$ cat src/hdl/pir_pkg.sv
package pir_pkg;
   localparam logic [7:0] OFS_VENDOR  = 8'h00;
   localparam logic [7:0] OFS_DEVICE  = 8'h01;
   localparam logic [7:0] OFS_FLAGS   = 8'h02;
   localparam logic [7:0] OFS_MASK    = 8'h03;
   localparam int         BIT_FAULT   = 7;
   localparam int         BIT_SHDN    = 3;
   localparam int         BIT_HOT     = 0;
   localparam logic [7:0] FLAG_ACTIVE = 8'h89;
   localparam logic [7:0] FLAGS_RST   = 8'h00;
   localparam logic [7:0] MASK_RST    = 8'hFF;
   localparam logic [7:0] ZERO8       = 8'h00;
   // arbitrary neutral value, not any real maker's code
   localparam logic [7:0] VENDOR_CODE = 8'h5A;

   typedef struct packed {
      logic [1:0] silicon_revision_field;
      logic [1:0] variant;
      logic [3:0] part_id;
   } pir_devcode_s;

   typedef struct packed {
      logic [7:0] addr;
      logic [7:0] wdata;
      logic       wr;
   } pir_req_s;

   typedef struct packed {
      logic       any_pgood_fall;
      logic       ocp_step_down;
      logic       hot_cross;
      logic       crit_cross;
      logic       shutdown;
      logic       cause_recorded;
   } pir_evt_s;
endpackage

$ cat src/hdl/pir_flag.sv
`timescale 1ns/1ns
module pir_flag
   import pir_pkg::*;
(
   input  wire logic mclk,
   input  wire logic rst,
   input  wire logic set,
   input  wire logic clr,
   output logic      flag_q
);
   always_ff @(posedge mclk or posedge rst) begin
      if (rst) begin
         flag_q <= 1'b0;
      end else if (set) begin
         flag_q <= 1'b1;
      end else if (clr) begin
         flag_q <= 1'b0;
      end
   end
endmodule

$ cat src/hdl/pir_regs.sv
`timescale 1ns/1ns
module pir_regs
   import pir_pkg::*;
(
   input  wire logic         mclk,
   input  wire logic         rst,
   input  wire pir_req_s     req,
   input  wire pir_devcode_s otp_code,
   input  wire logic         otp_valid,
   input  wire pir_evt_s     evt,
   output logic [7:0]        rdata_q,
   output logic [7:0]        flags_q,
   output logic [7:0]        mask_q,
   output logic              irq_n
);
   pir_devcode_s dev_q;
   logic [7:0]   wr_flags;
   logic [2:0]   set_v;
   logic [2:0]   flag_v;
   logic [7:0]   rd_d;
   logic         flags_wr;
   logic         mask_wr;

   // one-time memory lands after reset, so it is caught clocked
   always_ff @(posedge mclk or posedge rst) begin
      if (rst) begin
         dev_q <= '0;
      end else if (otp_valid) begin
         dev_q <= otp_code;
      end
   end

   assign flags_wr = req.wr && (req.addr == OFS_FLAGS);
   assign mask_wr  = req.wr && (req.addr == OFS_MASK);
   // offsets 00h and 01h have no write decode, so such writes fall away
   assign wr_flags = flags_wr ? req.wdata : ZERO8;

   assign set_v[2] = evt.any_pgood_fall
                   | evt.ocp_step_down
                   | evt.hot_cross | evt.crit_cross;
   assign set_v[1] = evt.shutdown | evt.cause_recorded;
   assign set_v[0] = evt.hot_cross;

   pir_flag u_fault (
      .mclk   (mclk),
      .rst    (rst),
      .set    (set_v[2]),
      .clr    (wr_flags[BIT_FAULT]),
      .flag_q (flag_v[2])
   );

   pir_flag u_shdn (
      .mclk   (mclk),
      .rst    (rst),
      .set    (set_v[1]),
      .clr    (wr_flags[BIT_SHDN]),
      .flag_q (flag_v[1])
   );

   pir_flag u_hot (
      .mclk   (mclk),
      .rst    (rst),
      .set    (set_v[0]),
      .clr    (wr_flags[BIT_HOT]),
      .flag_q (flag_v[0])
   );

   always_comb begin
      flags_q = FLAGS_RST;
      flags_q[BIT_FAULT] = flag_v[2];
      flags_q[BIT_SHDN]  = flag_v[1];
      flags_q[BIT_HOT]   = flag_v[0];
   end

   always_ff @(posedge mclk or posedge rst) begin
      if (rst) begin
         mask_q <= MASK_RST;
      end else if (mask_wr) begin
         mask_q <= (req.wdata & FLAG_ACTIVE) | ~FLAG_ACTIVE;
      end
   end

   // vendor code has no write path at all
   always_comb begin
      case (req.addr)
         OFS_VENDOR: rd_d = VENDOR_CODE;
         OFS_DEVICE: rd_d = dev_q;
         OFS_FLAGS:  rd_d = flags_q;
         OFS_MASK:   rd_d = mask_q;
         default:    rd_d = ZERO8;
      endcase
   end

   always_ff @(posedge mclk or posedge rst) begin
      if (rst) begin
         rdata_q <= ZERO8;
      end else begin
         rdata_q <= rd_d;
      end
   end

   assign irq_n = ~|(flags_q & ~mask_q);

   // set beats clear: a clear that meets an event is lost, host must clear again
   set_wins_a: assert property (
      @(posedge mclk) disable iff (rst)
      set_v[0] |=> flags_q[BIT_HOT])
      else $error("hot flag lost");

   fault_wins_a: assert property (
      @(posedge mclk) disable iff (rst)
      set_v[2] && wr_flags[BIT_FAULT] |=> flags_q[BIT_FAULT])
      else $error("fault set lost to clear");

   shdn_wins_a: assert property (
      @(posedge mclk) disable iff (rst)
      set_v[1] && wr_flags[BIT_SHDN] |=> flags_q[BIT_SHDN])
      else $error("shutdown set lost to clear");

   shdn_sticky_a: assert property (
      @(posedge mclk) disable iff (rst)
      flags_q[BIT_SHDN] && !wr_flags[BIT_SHDN] |=> flags_q[BIT_SHDN])
      else $error("shutdown flag dropped");

   fault_sticky_a: assert property (
      @(posedge mclk) disable iff (rst)
      flags_q[BIT_FAULT] && !wr_flags[BIT_FAULT] |=> flags_q[BIT_FAULT])
      else $error("fault flag dropped");

   hot_sticky_a: assert property (
      @(posedge mclk) disable iff (rst)
      flags_q[BIT_HOT] && !wr_flags[BIT_HOT] |=> flags_q[BIT_HOT])
      else $error("hot flag dropped");

   clear_one_a: assert property (
      @(posedge mclk) disable iff (rst)
      wr_flags[BIT_FAULT] && !set_v[2] |=> !flags_q[BIT_FAULT])
      else $error("fault flag not cleared");

   shdn_clear_a: assert property (
      @(posedge mclk) disable iff (rst)
      wr_flags[BIT_SHDN] && !set_v[1] |=> !flags_q[BIT_SHDN])
      else $error("shutdown flag not cleared");

   hot_clear_a: assert property (
      @(posedge mclk) disable iff (rst)
      wr_flags[BIT_HOT] && !set_v[0] |=> !flags_q[BIT_HOT])
      else $error("hot flag not cleared");

   zero_write_a: assert property (
      @(posedge mclk) disable iff (rst)
      flags_wr && (req.wdata & FLAG_ACTIVE) == ZERO8 |=> (flags_q & $past(flags_q)) == $past(flags_q))
      else $error("zero write dropped a flag");

   reserved_zero_a: assert property (
      @(posedge mclk) disable iff (rst)
      (flags_q & ~FLAG_ACTIVE) == ZERO8)
      else $error("reserved bit set");

   reserved_rd_a: assert property (
      @(posedge mclk) disable iff (rst)
      req.addr == OFS_FLAGS |=> (rdata_q & ~FLAG_ACTIVE) == ZERO8)
      else $error("reserved bit read back");

   flags_read_a: assert property (
      @(posedge mclk) disable iff (rst)
      req.addr == OFS_FLAGS |=> rdata_q == $past(flags_q))
      else $error("flag read wrong");

   vendor_read_a: assert property (
      @(posedge mclk) disable iff (rst)
      req.addr == OFS_VENDOR |=> rdata_q == VENDOR_CODE)
      else $error("vendor code wrong");

   dev_load_a: assert property (
      @(posedge mclk) disable iff (rst)
      otp_valid |=> dev_q == $past(otp_code))
      else $error("device code not loaded");

   dev_hold_a: assert property (
      @(posedge mclk) disable iff (rst)
      !otp_valid |=> $stable(dev_q))
      else $error("device code changed");

   dev_read_a: assert property (
      @(posedge mclk) disable iff (rst)
      req.addr == OFS_DEVICE |=> rdata_q == $past(dev_q))
      else $error("device code read wrong");

   cause_sets_a: assert property (
      @(posedge mclk) disable iff (rst)
      evt.cause_recorded |=> flags_q[BIT_SHDN])
      else $error("cause missed");

   shdn_sets_a: assert property (
      @(posedge mclk) disable iff (rst)
      evt.shutdown |=> flags_q[BIT_SHDN])
      else $error("shutdown missed");

   fault_sets_a: assert property (
      @(posedge mclk) disable iff (rst)
      evt.any_pgood_fall || evt.crit_cross |=> flags_q[BIT_FAULT])
      else $error("fault missed");

   ocp_sets_a: assert property (
      @(posedge mclk) disable iff (rst)
      evt.ocp_step_down |=> flags_q[BIT_FAULT])
      else $error("overcurrent missed");

   temp_fault_a: assert property (
      @(posedge mclk) disable iff (rst)
      evt.hot_cross || evt.crit_cross |=> flags_q[BIT_FAULT])
      else $error("temperature fault missed");

   hot_only_a: assert property (
      @(posedge mclk) disable iff (rst)
      !evt.hot_cross && !flags_q[BIT_HOT] |=> !flags_q[BIT_HOT])
      else $error("hot flag set without crossing");

   mask_fixed_a: assert property (
      @(posedge mclk) disable iff (rst)
      (mask_q | FLAG_ACTIVE) == MASK_RST)
      else $error("mask reserved");

   mask_write_a: assert property (
      @(posedge mclk) disable iff (rst)
      mask_wr |=> mask_q[BIT_FAULT] == $past(req.wdata[BIT_FAULT])
         && mask_q[BIT_SHDN] == $past(req.wdata[BIT_SHDN])
         && mask_q[BIT_HOT] == $past(req.wdata[BIT_HOT]))
      else $error("mask write lost");

   mask_hold_a: assert property (
      @(posedge mclk) disable iff (rst)
      !mask_wr |=> $stable(mask_q))
      else $error("mask changed without write");
endmodule

$ cat config.mk
export PLATFORM = sky130hd
export DESIGN_NAME = pir_regs
export DESIGN_NICKNAME = d
export VERILOG_FILES = /design/src/hdl/pir_pkg.sv /design/src/hdl/pir_flag.sv /design/src/hdl/pir_regs.sv
export SDC_FILE = /design/constraint.sdc
export NUM_CORES = 1
export LEC_CHECK = 0
export CAP_MARGIN = 5
export CORE_UTILIZATION = 40
export CTS_CLUSTER_DIAMETER = 80
export DETAILED_ROUTE_END_ITERATION = 8
export DONT_BUFFER_PORTS = 1
export GPL_ROUTABILITY_DRIVEN = 1
export GPL_TIMING_DRIVEN = 0
export REMOVE_ABC_BUFFERS = 1
export SETUP_SLACK_MARGIN = 0.05
export SKIP_LAST_GASP = 1
export SYNTH_ARGS = -nofsm -noshare
export SYNTH_HDL_FRONTEND = slang
export SYNTH_SLANG_ARGS = --single-unit
export TNS_END_PERCENT = 1
$ cat constraint.sdc
create_clock -name mclk -period 0.85 [get_ports mclk]
set_input_delay 0.085 -clock mclk [delete_from_list [all_inputs] [get_ports mclk]]
set_output_delay 0.085 -clock mclk [all_outputs]
set_load 0.1 [all_outputs]
==> results of run 1 <==
==> cells by family after synthesis <==
| family | count (synthesis) |
|---|---|
| AOI/OAI and AO/OA | 7 |
| buffers and inverters | 21 |
| other | 2 |
| muxes | 14 |
| and+or+nand+nor | 28 |
| DFF | 22 |
==> final cells by class <==
| cell class | instances | share of cell area [%] |
|---|---|---|
| Sequential cell | 22 | 44.17 |
| Clock buffer | 4 | 2.039 |
| Timing Repair Buffer | 19 | 16.50 |
| Inverter | 4 | 1.165 |
| Multi-Input combinational cell | 59 | 33.20 |
| Tap cell | 30 | 2.913 |
==> path summary, 6_finish.rpt <==
| path | start | endpoint | slack (ns) | cells after the start |
|---|---|---|---|---|
| setup / recovery | mask_q[7] | irq_n | -1.12 | 3 |
| hold / removal | rst | rdata_q[4] | -0.21 | 1 |
| setup reg to reg | u_fault.flag_q | rdata_q[7] | -0.43 | 3 |
| hold reg to reg | dev_q[1] | dev_q[1] | 0.52 | 1 |
| max in group asynchronous | rst | u_fault.flag_q | 0.54 | 1 |
| min in group mclk | evt[4] | u_fault.flag_q | -0.10 | 2 |
==> critical path: stages (launching register included) <==
cell       delay, ns
dfstp_4         0.82
inv_2           0.05
a222oi_1        0.34
bufbuf_16       0.38
==> placed cells by master, fill, tap and decap left out, drive strengths merged <==
master | Yosys | routed
a211oi | 1 | 1
a222oi | 1 | 1
a22oi | 2 | 2
bufbuf | 0 | 1
clkbuf | 3 | 4
conb | 2 | 10
dfrtp | 19 | 19
dfstp | 3 | 3
dlygate4sd3 | 0 | 18
inv | 4 | 4
mux2 | 13 | 13
mux2i | 1 | 1
nand2 | 2 | 2
nand2b | 2 | 2
nand3 | 1 | 1
nand4b | 3 | 3
nor2 | 9 | 9
nor2b | 2 | 2
nor3 | 3 | 3
nor3b | 2 | 2
nor4 | 1 | 1
o41ai | 3 | 3
or3 | 1 | 1
or4 | 2 | 2
==> layer usage <==
| layer | global-route usage (%) | wire (um) | vias up | part of all wire [%] |
|---|---|---|---|---|
| met4 | 10.68 | 77 | 0 | 4.1 |
| li1 | - | - | 334 | - |
| met3 | 2.825 | 129 | 9 | 6.9 |
| met2 | 21.81 | 890 | 37 | 48 |
| met5 | 0 | 0 | - | 0 |
| met1 | 17.96 | 764 | 326 | 41 |
==> state kept, by name (all words and copies together), names as in the netlist <==
name / cells
u_shdn.flag_q: 1
rdata_q: 8
mask_q: 3
dev_q: 8
u_hot.flag_q: 1
u_fault.flag_q: 1
==> synthesized netlist by cell type <==
cell type	count	area, sq um
nor3b_1	2	15.01
nor3_1	3	15.01
mux2i_1	1	10.01
nand3_1	1	5.000
dfstp_2	3	78.83
buf_4	13	97.59
clkbuf_1	3	11.26
nand4b_1	3	26.28
nor2_1	9	33.78
nor4_1	1	6.260
nor2b_1	2	12.51
nand2b_1	2	12.51
conb_1	2	7.510
mux2_2	10	112.6
mux2_4	3	45.04
nand2_1	2	7.510
inv_1	4	15.01
o41ai_1	3	26.28
or3_2	1	7.510
a211oi_1	1	7.510
dfrtp_1	19	475.5
a22oi_1	2	15.01
or4_4	2	22.52
buf_2	1	5.000
a222oi_1	1	10.01
==> report_power, final <==
| part | switching, W | leakage [nW] | internal [W] |
|---|---|---|---|
| Combinational | 0.000257 | 0.259 | 0.000130 |
| Sequential | 0.000102 | 0.264 | 0.00110 |
| Clock | 0.000290 | 0.0150 | 0.000183 |
| Total | 0.000650 | 0.538 | 0.00142 |
==> stage by stage <==
stage               total power [W]  hold slack (ns)  instance area, sq um  TNS, ns  instances
global placement           0.001534           0.1479                  1035   -13.20        115
finish                     0.002067          -0.2140                  1289   -11.10        138
floorplan                  0.001515          0.07200                 997.2   -12.01         85
CTS                        0.002079          -0.1816                  1289   -11.23        138
detailed placement         0.001539           0.1572                  1050   -11.45        116
global route               0.002165          -0.1574                  1289   -12.09        138
==> repair_timing <==
item	in CTS	in global routing
endpoints found under the hold margin	38	30
resized for setup	8	1
pin swaps	1	1
setup endpoints to repair	29	29
==> results by group, run 1 <==
Status
  – Status: complete, but fails checks
  – Failing checks: hold timing, setup timing

Yosys
  – Post-synthesis xor/xnor area fraction: 0%
  – Register area share after synthesis: 51.27%
  – Multiplexer share of the synthesized area: 15.51%
  – Post-Synthesis Cells: 94
  – Post-Synth Simple-Gate Area: 15.16%
  – Mean post-synth cell area: 11.50 sq um
  – Main combinational cell family by area after synthesis: multiplexers
  – Yosys warning total: 0
  – Mapped Area: 0.001081 sq mm
  – Seq cells post-synth: 22
  – Synth Area in Adders: 0%
  – Synth Area in Compound Gates: 5.440%
  – Post-synth cell types: 25

Clock tree
  – Clock Sinks: 22
  – CTS buffer count: 3
  – Clock Latency Late Sink: 0.30 ns
  – Clk slew on worst S/H paths: 0.12 ns
  – Cts hold-fix bufs: 18
  – Root buffer cell: clkbuf_4
  – Post-CTS Setup Inserts: 0
  – CTS tree: built
  – # H-tree levels: 1
  – Clock Path Buffers: 2

Placement
  – RePlAce Congestion: 0.8572
  – Dpl ws: -0.9108 ns
  – Port Buf Inserts: 0
  – Post-DP HPWL: 1.328 mm

Layout
  – Ant diodes: 0
  – Register area: 569.3 sq um
  – Share of layout cells above drive strength 1: 25.93%
  – Finished Core Util: 51.09%
  – Fillers: 228
  – Final nets: 143
  – Area of the multi-input gates: 427.9 sq um
  – Synth-to-Final Area Change: 19.21%

Timing
  – Worst hold slack: -0.2140 ns
  – RSZ-0062 raised after global routing: yes
  – Slew @ Worst Pin: 0.8732 ns
  – Slew Viols, Final: 0
  – Max transition margin: 41.83%
  – # setup viols final: 29
  – Peak Freq: 507.1 MHz
  – Final hold vios: 30
  – Final WS setup: -1.122 ns
  – Min cycle time layout: 1.972 ns
  – Clock skew: 0.006513 ns
  – Final Cycle Share: 232.0%

Job
  – Max Cap Viol: 0

Hold path
  – Worst min path class: in2async

Die
  – Initial Util: 42.86%
  – Core Rows: 18
  – Die X: 53.99 um
  – Die height: 53.99 um
  – Core Box Area: 0.002522 sq mm
  – Ports: 59
  – Die ar.: 0.002914 sq mm

GRT
  – Initial antenna violation count: 0
  – First-pass GRT wire length: 3.001 mm
  – Total GRT Usage: 14.38%
  – Total gr overflow: 0
  – Number of global-route vias before repair: 693
  – Pin count of the biggest net entering global routing: 23

Drt
  – Initial drt markers: 7
  – WL per Instance: 13.49 um
  – Vias: 706
  – # DRC: 0
  – Vias/cell: 5.116
  – Total detailed-routing wirelength: 1.861 mm
  – DRT Pass-1 Iters: 4
  – Routed Antenna Nets: 0

Pwr
  – Worst VDD drop: 709.8 uV
  – Leak: 0.5382 nW
  – Power per cell area: 1604 mW/mm^2

Worst setup path
  – Crit Path Max Fanout: 4
  – Crit path DAT: 1.89 ns
  – Critical path required time: 0.76 ns
  – Startpoint class of the critical path: flop
  – Setup Crit Path Kind: reg2out
  – Worst setup EP type: output port
(Power assumes the default switching activity.)
==> run 2: changes to the inputs <==
CORE_MARGIN = 2   (was unset)
CORE_UTILIZATION = 45   (was 40)
clock period = 2.3 ns   (was 0.85 ns; I/O delays follow)
==> run 2 against run 1 <==
Net effect:
- total power decreased by 63%
- the run now ends clean
- cell area fell by 13%
- combinational power shrank 69%
- core utilization is 1.1 points lower
- final cell count is 13% lower
- sequential power down 63%
==> results by group, run 2 (synthesized netlist as in run 1, its figures left out) <==
Status
  – Status: completed (was complete, but fails checks)

Clock tree
  – Root buffer cell: clkbuf_4 (unchanged)
  – Clock Path Buffers: 2 (unchanged)
  – CTS tree: built (unchanged)
  – CTS buffer count: 3 (unchanged)
  – Clock Latency Late Sink: 0.30 ns (about the same)
  – Post-CTS Setup Inserts: 0 (unchanged)
  – Clk slew on worst S/H paths: 0.12 ns (about the same)
  – Clock Sinks: 22 (unchanged)
  – # H-tree levels: 1 (unchanged)

Pwr
  – Power per cell area: 691.5 mW/mm^2 (was 1604 mW/mm^2)
  – Worst VDD drop: 368.9 uV (was 709.8 uV)
  – Leak: 0.4698 nW (was 0.5382 nW)

Timing
  – Final WS setup: 0.1620 ns (was -1.122 ns)
  – Min cycle time layout: 2.138 ns
  – RSZ-0062 raised after global routing: no (was yes)
  – Peak Freq: 467.7 MHz
  – Slew @ Worst Pin: 0.9655 ns (was 0.8732 ns)
  – Slew Viols, Final: 0 (unchanged)
  – Clock skew: 0.0004292 ns (was 0.006513 ns)
  – Max transition margin: 35.63% (was 41.83%)
  – Worst hold slack: 0.02203 ns (was -0.2140 ns)
  – # setup viols final: 0 (was 29)
  – Final hold vios: 0 (was 30)
  – Final Cycle Share: 92.96%

Worst setup path
  – CP Buf/Inv Count: 1 (was 2)
  – Largest stage delay on the critical path: 0.77 ns (was 0.82 ns)
  – Startpoint class of the critical path: flop (unchanged)
  – Crit Path Max Fanout: 4 (unchanged)
  – Crit path DAT: 1.91 ns (was 1.89 ns)
  – WP depth: 2 (was 3)
  – Critical-path top delay cell: dfrtp_1 (was dfstp_4)
  – Critical path cell sequence: a222oi_1 -> buf_8 (was inv_2 -> a222oi_1 -> bufbuf_16)
  – Setup Crit Path Kind: reg2out (unchanged)
  – Critical path required time: 2.07 ns (was 0.76 ns)
  – Worst setup EP type: output port (unchanged)
  – Top cell family by delay on the critical path: flip-flops (unchanged)
  – Reg2reg path depth: 2 (was 3)

Drt
  – Routed Antenna Nets: 0 (unchanged)
  – # DRC: 0 (unchanged)
  – Vias/cell: 5.292 (was 5.116)
  – WL per Instance: 14.87 um (was 13.49 um)
  – Total detailed-routing wirelength: 1.784 mm (was 1.861 mm)
  – Vias: 635 (was 706)
  – DRT Pass-1 Iters: 4 (unchanged)
  – Initial drt markers: 10 (was 7)

Placement
  – Post-DP HPWL: 1.355 mm (was 1.328 mm)
  – Port Buf Inserts: 0 (unchanged)
  – Dpl ws: 0.4046 ns (was -0.9108 ns)
  – RePlAce Congestion: 0.7738 (was 0.8572)

Layout
  – Commonest non-fill, non-tap cell in the layout: dfrtp_1 (was dlygate4sd3_1)
  – Most frequent cells in the layout: dfrtp_1, mux2_2, conb_1, nor2_1, inv_1 (was dlygate4sd3_1, dfrtp_1, mux2_2, conb_1, nor2_1)
  – Final nets: 127 (was 143)
  – Synth-to-Final Area Change: 3.241% (was 19.21%)
  – Finished Core Util: 49.97% (was 51.09%)
  – Biggest regs: dev_q (8), rdata_q (8), mask_q (3) (unchanged)
  – Ant diodes: 0 (unchanged)
  – Share of layout cells above drive strength 1: 27.17% (was 25.93%)

Hold path
  – Min-Delay Path Depth: 2
  – Worst min path class: in2reg (was in2async)

Die
  – Die ar.: 0.002811 sq mm (was 0.002914 sq mm)
  – Core Rows: 17 (was 18)
  – Die X: 53.02 um (was 53.99 um)
  – Ports: 59 (unchanged)
  – Initial Util: 48.40% (was 42.86%)
  – Die height: 53.02 um (was 53.99 um)
  – Core Box Area: 0.002233 sq mm (was 0.002522 sq mm)

GRT
  – First-pass GRT wire length: 2.760 mm (was 3.001 mm)
  – Total gr overflow: 0 (unchanged)
  – Pin count of the biggest net entering global routing: 23 (unchanged)
  – Total GRT Usage: 13.85% (was 14.38%)
  – Number of global-route vias before repair: 605 (was 693)
  – Initial antenna violation count: 0 (unchanged)

Job
  – Max Cap Viol: 0 (unchanged)
## run 2: cell types whose count changed in the layout (fill, tap and decap cells not counted)
cell	change
dfrtp_2	-2
bufbuf_16	-1
dlygate4sd3_1	-16
inv_2	-2
clkbuf_1	-1
buf_8	+1
inv_1	+2
clkbuf_8	+1
dfrtp_1	+2
## run 2: final cells by class
class	instances	area (sq um)
Tap cell	28	35.03
Sequential cell	22	566.8
Timing Repair Buffer	3	35.03
Clock buffer	4	36.28
Fill cell	222	1117
Multi-Input combinational cell	59	427.9
Inverter	4	15.01
## run 2: where the power goes
part | leakage [nW] | switching, W | internal (W)
registers | 0.265 | 0.0000370 | 0.000408
clock network | 0.0210 | 0.000110 | 0.0000965
logic | 0.184 | 0.0000901 | 0.0000302
total | 0.470 | 0.000237 | 0.000535
## run 2: metal layers
layer / part of all wire [%] / GRT usage, % / up-vias
met4: 0.56 / 6.410 / 0
met3: 8.5 / 4.237 / 2
met5: 0 / 0 / -
met2: 48 / 20.83 / 26
li1: - / - / 299
met1: 43 / 18.15 / 308
## run 2: final timing paths
check | startpoint | endpoint | slack [ns]
worst max register to register | u_shdn.flag_q | rdata_q[3] | 0.76
max in group asynchronous | rst | u_fault.flag_q | 1.27
worst max-delay path | u_hot.flag_q | irq_n | 0.16
min in group asynchronous | rst | rdata_q[6] | 0.50
worst min register to register | dev_q[6] | dev_q[6] | 0.52
worst min-delay path | evt[1] | u_shdn.flag_q | 0.02
## run 2: repair_timing
action / 4_1_cts / 5_1_grt
resized for setup: 1 / 3
endpoints found under the setup margin: 1 / 1
hold endpoints to repair: 20 / 0
hold buffers: 2 / 0
## run 2: metrics by stage
stage / cell area [sq um] / setup TNS (ns) / total power (W) / std cells
6_report: 1116 / 0 / 0.0007718 / 120
3_5_place_dp: 1047 / 0 / 0.0005693 / 114
2_1_floorplan: 997.2 / -1.304 / 0.0005597 / 85
5_1_grt: 1116 / 0 / 0.0008054 / 120
4_1_cts: 1107 / 0 / 0.0007847 / 120
3_3_place_gp: 1032 / -1.396 / 0.0005674 / 113
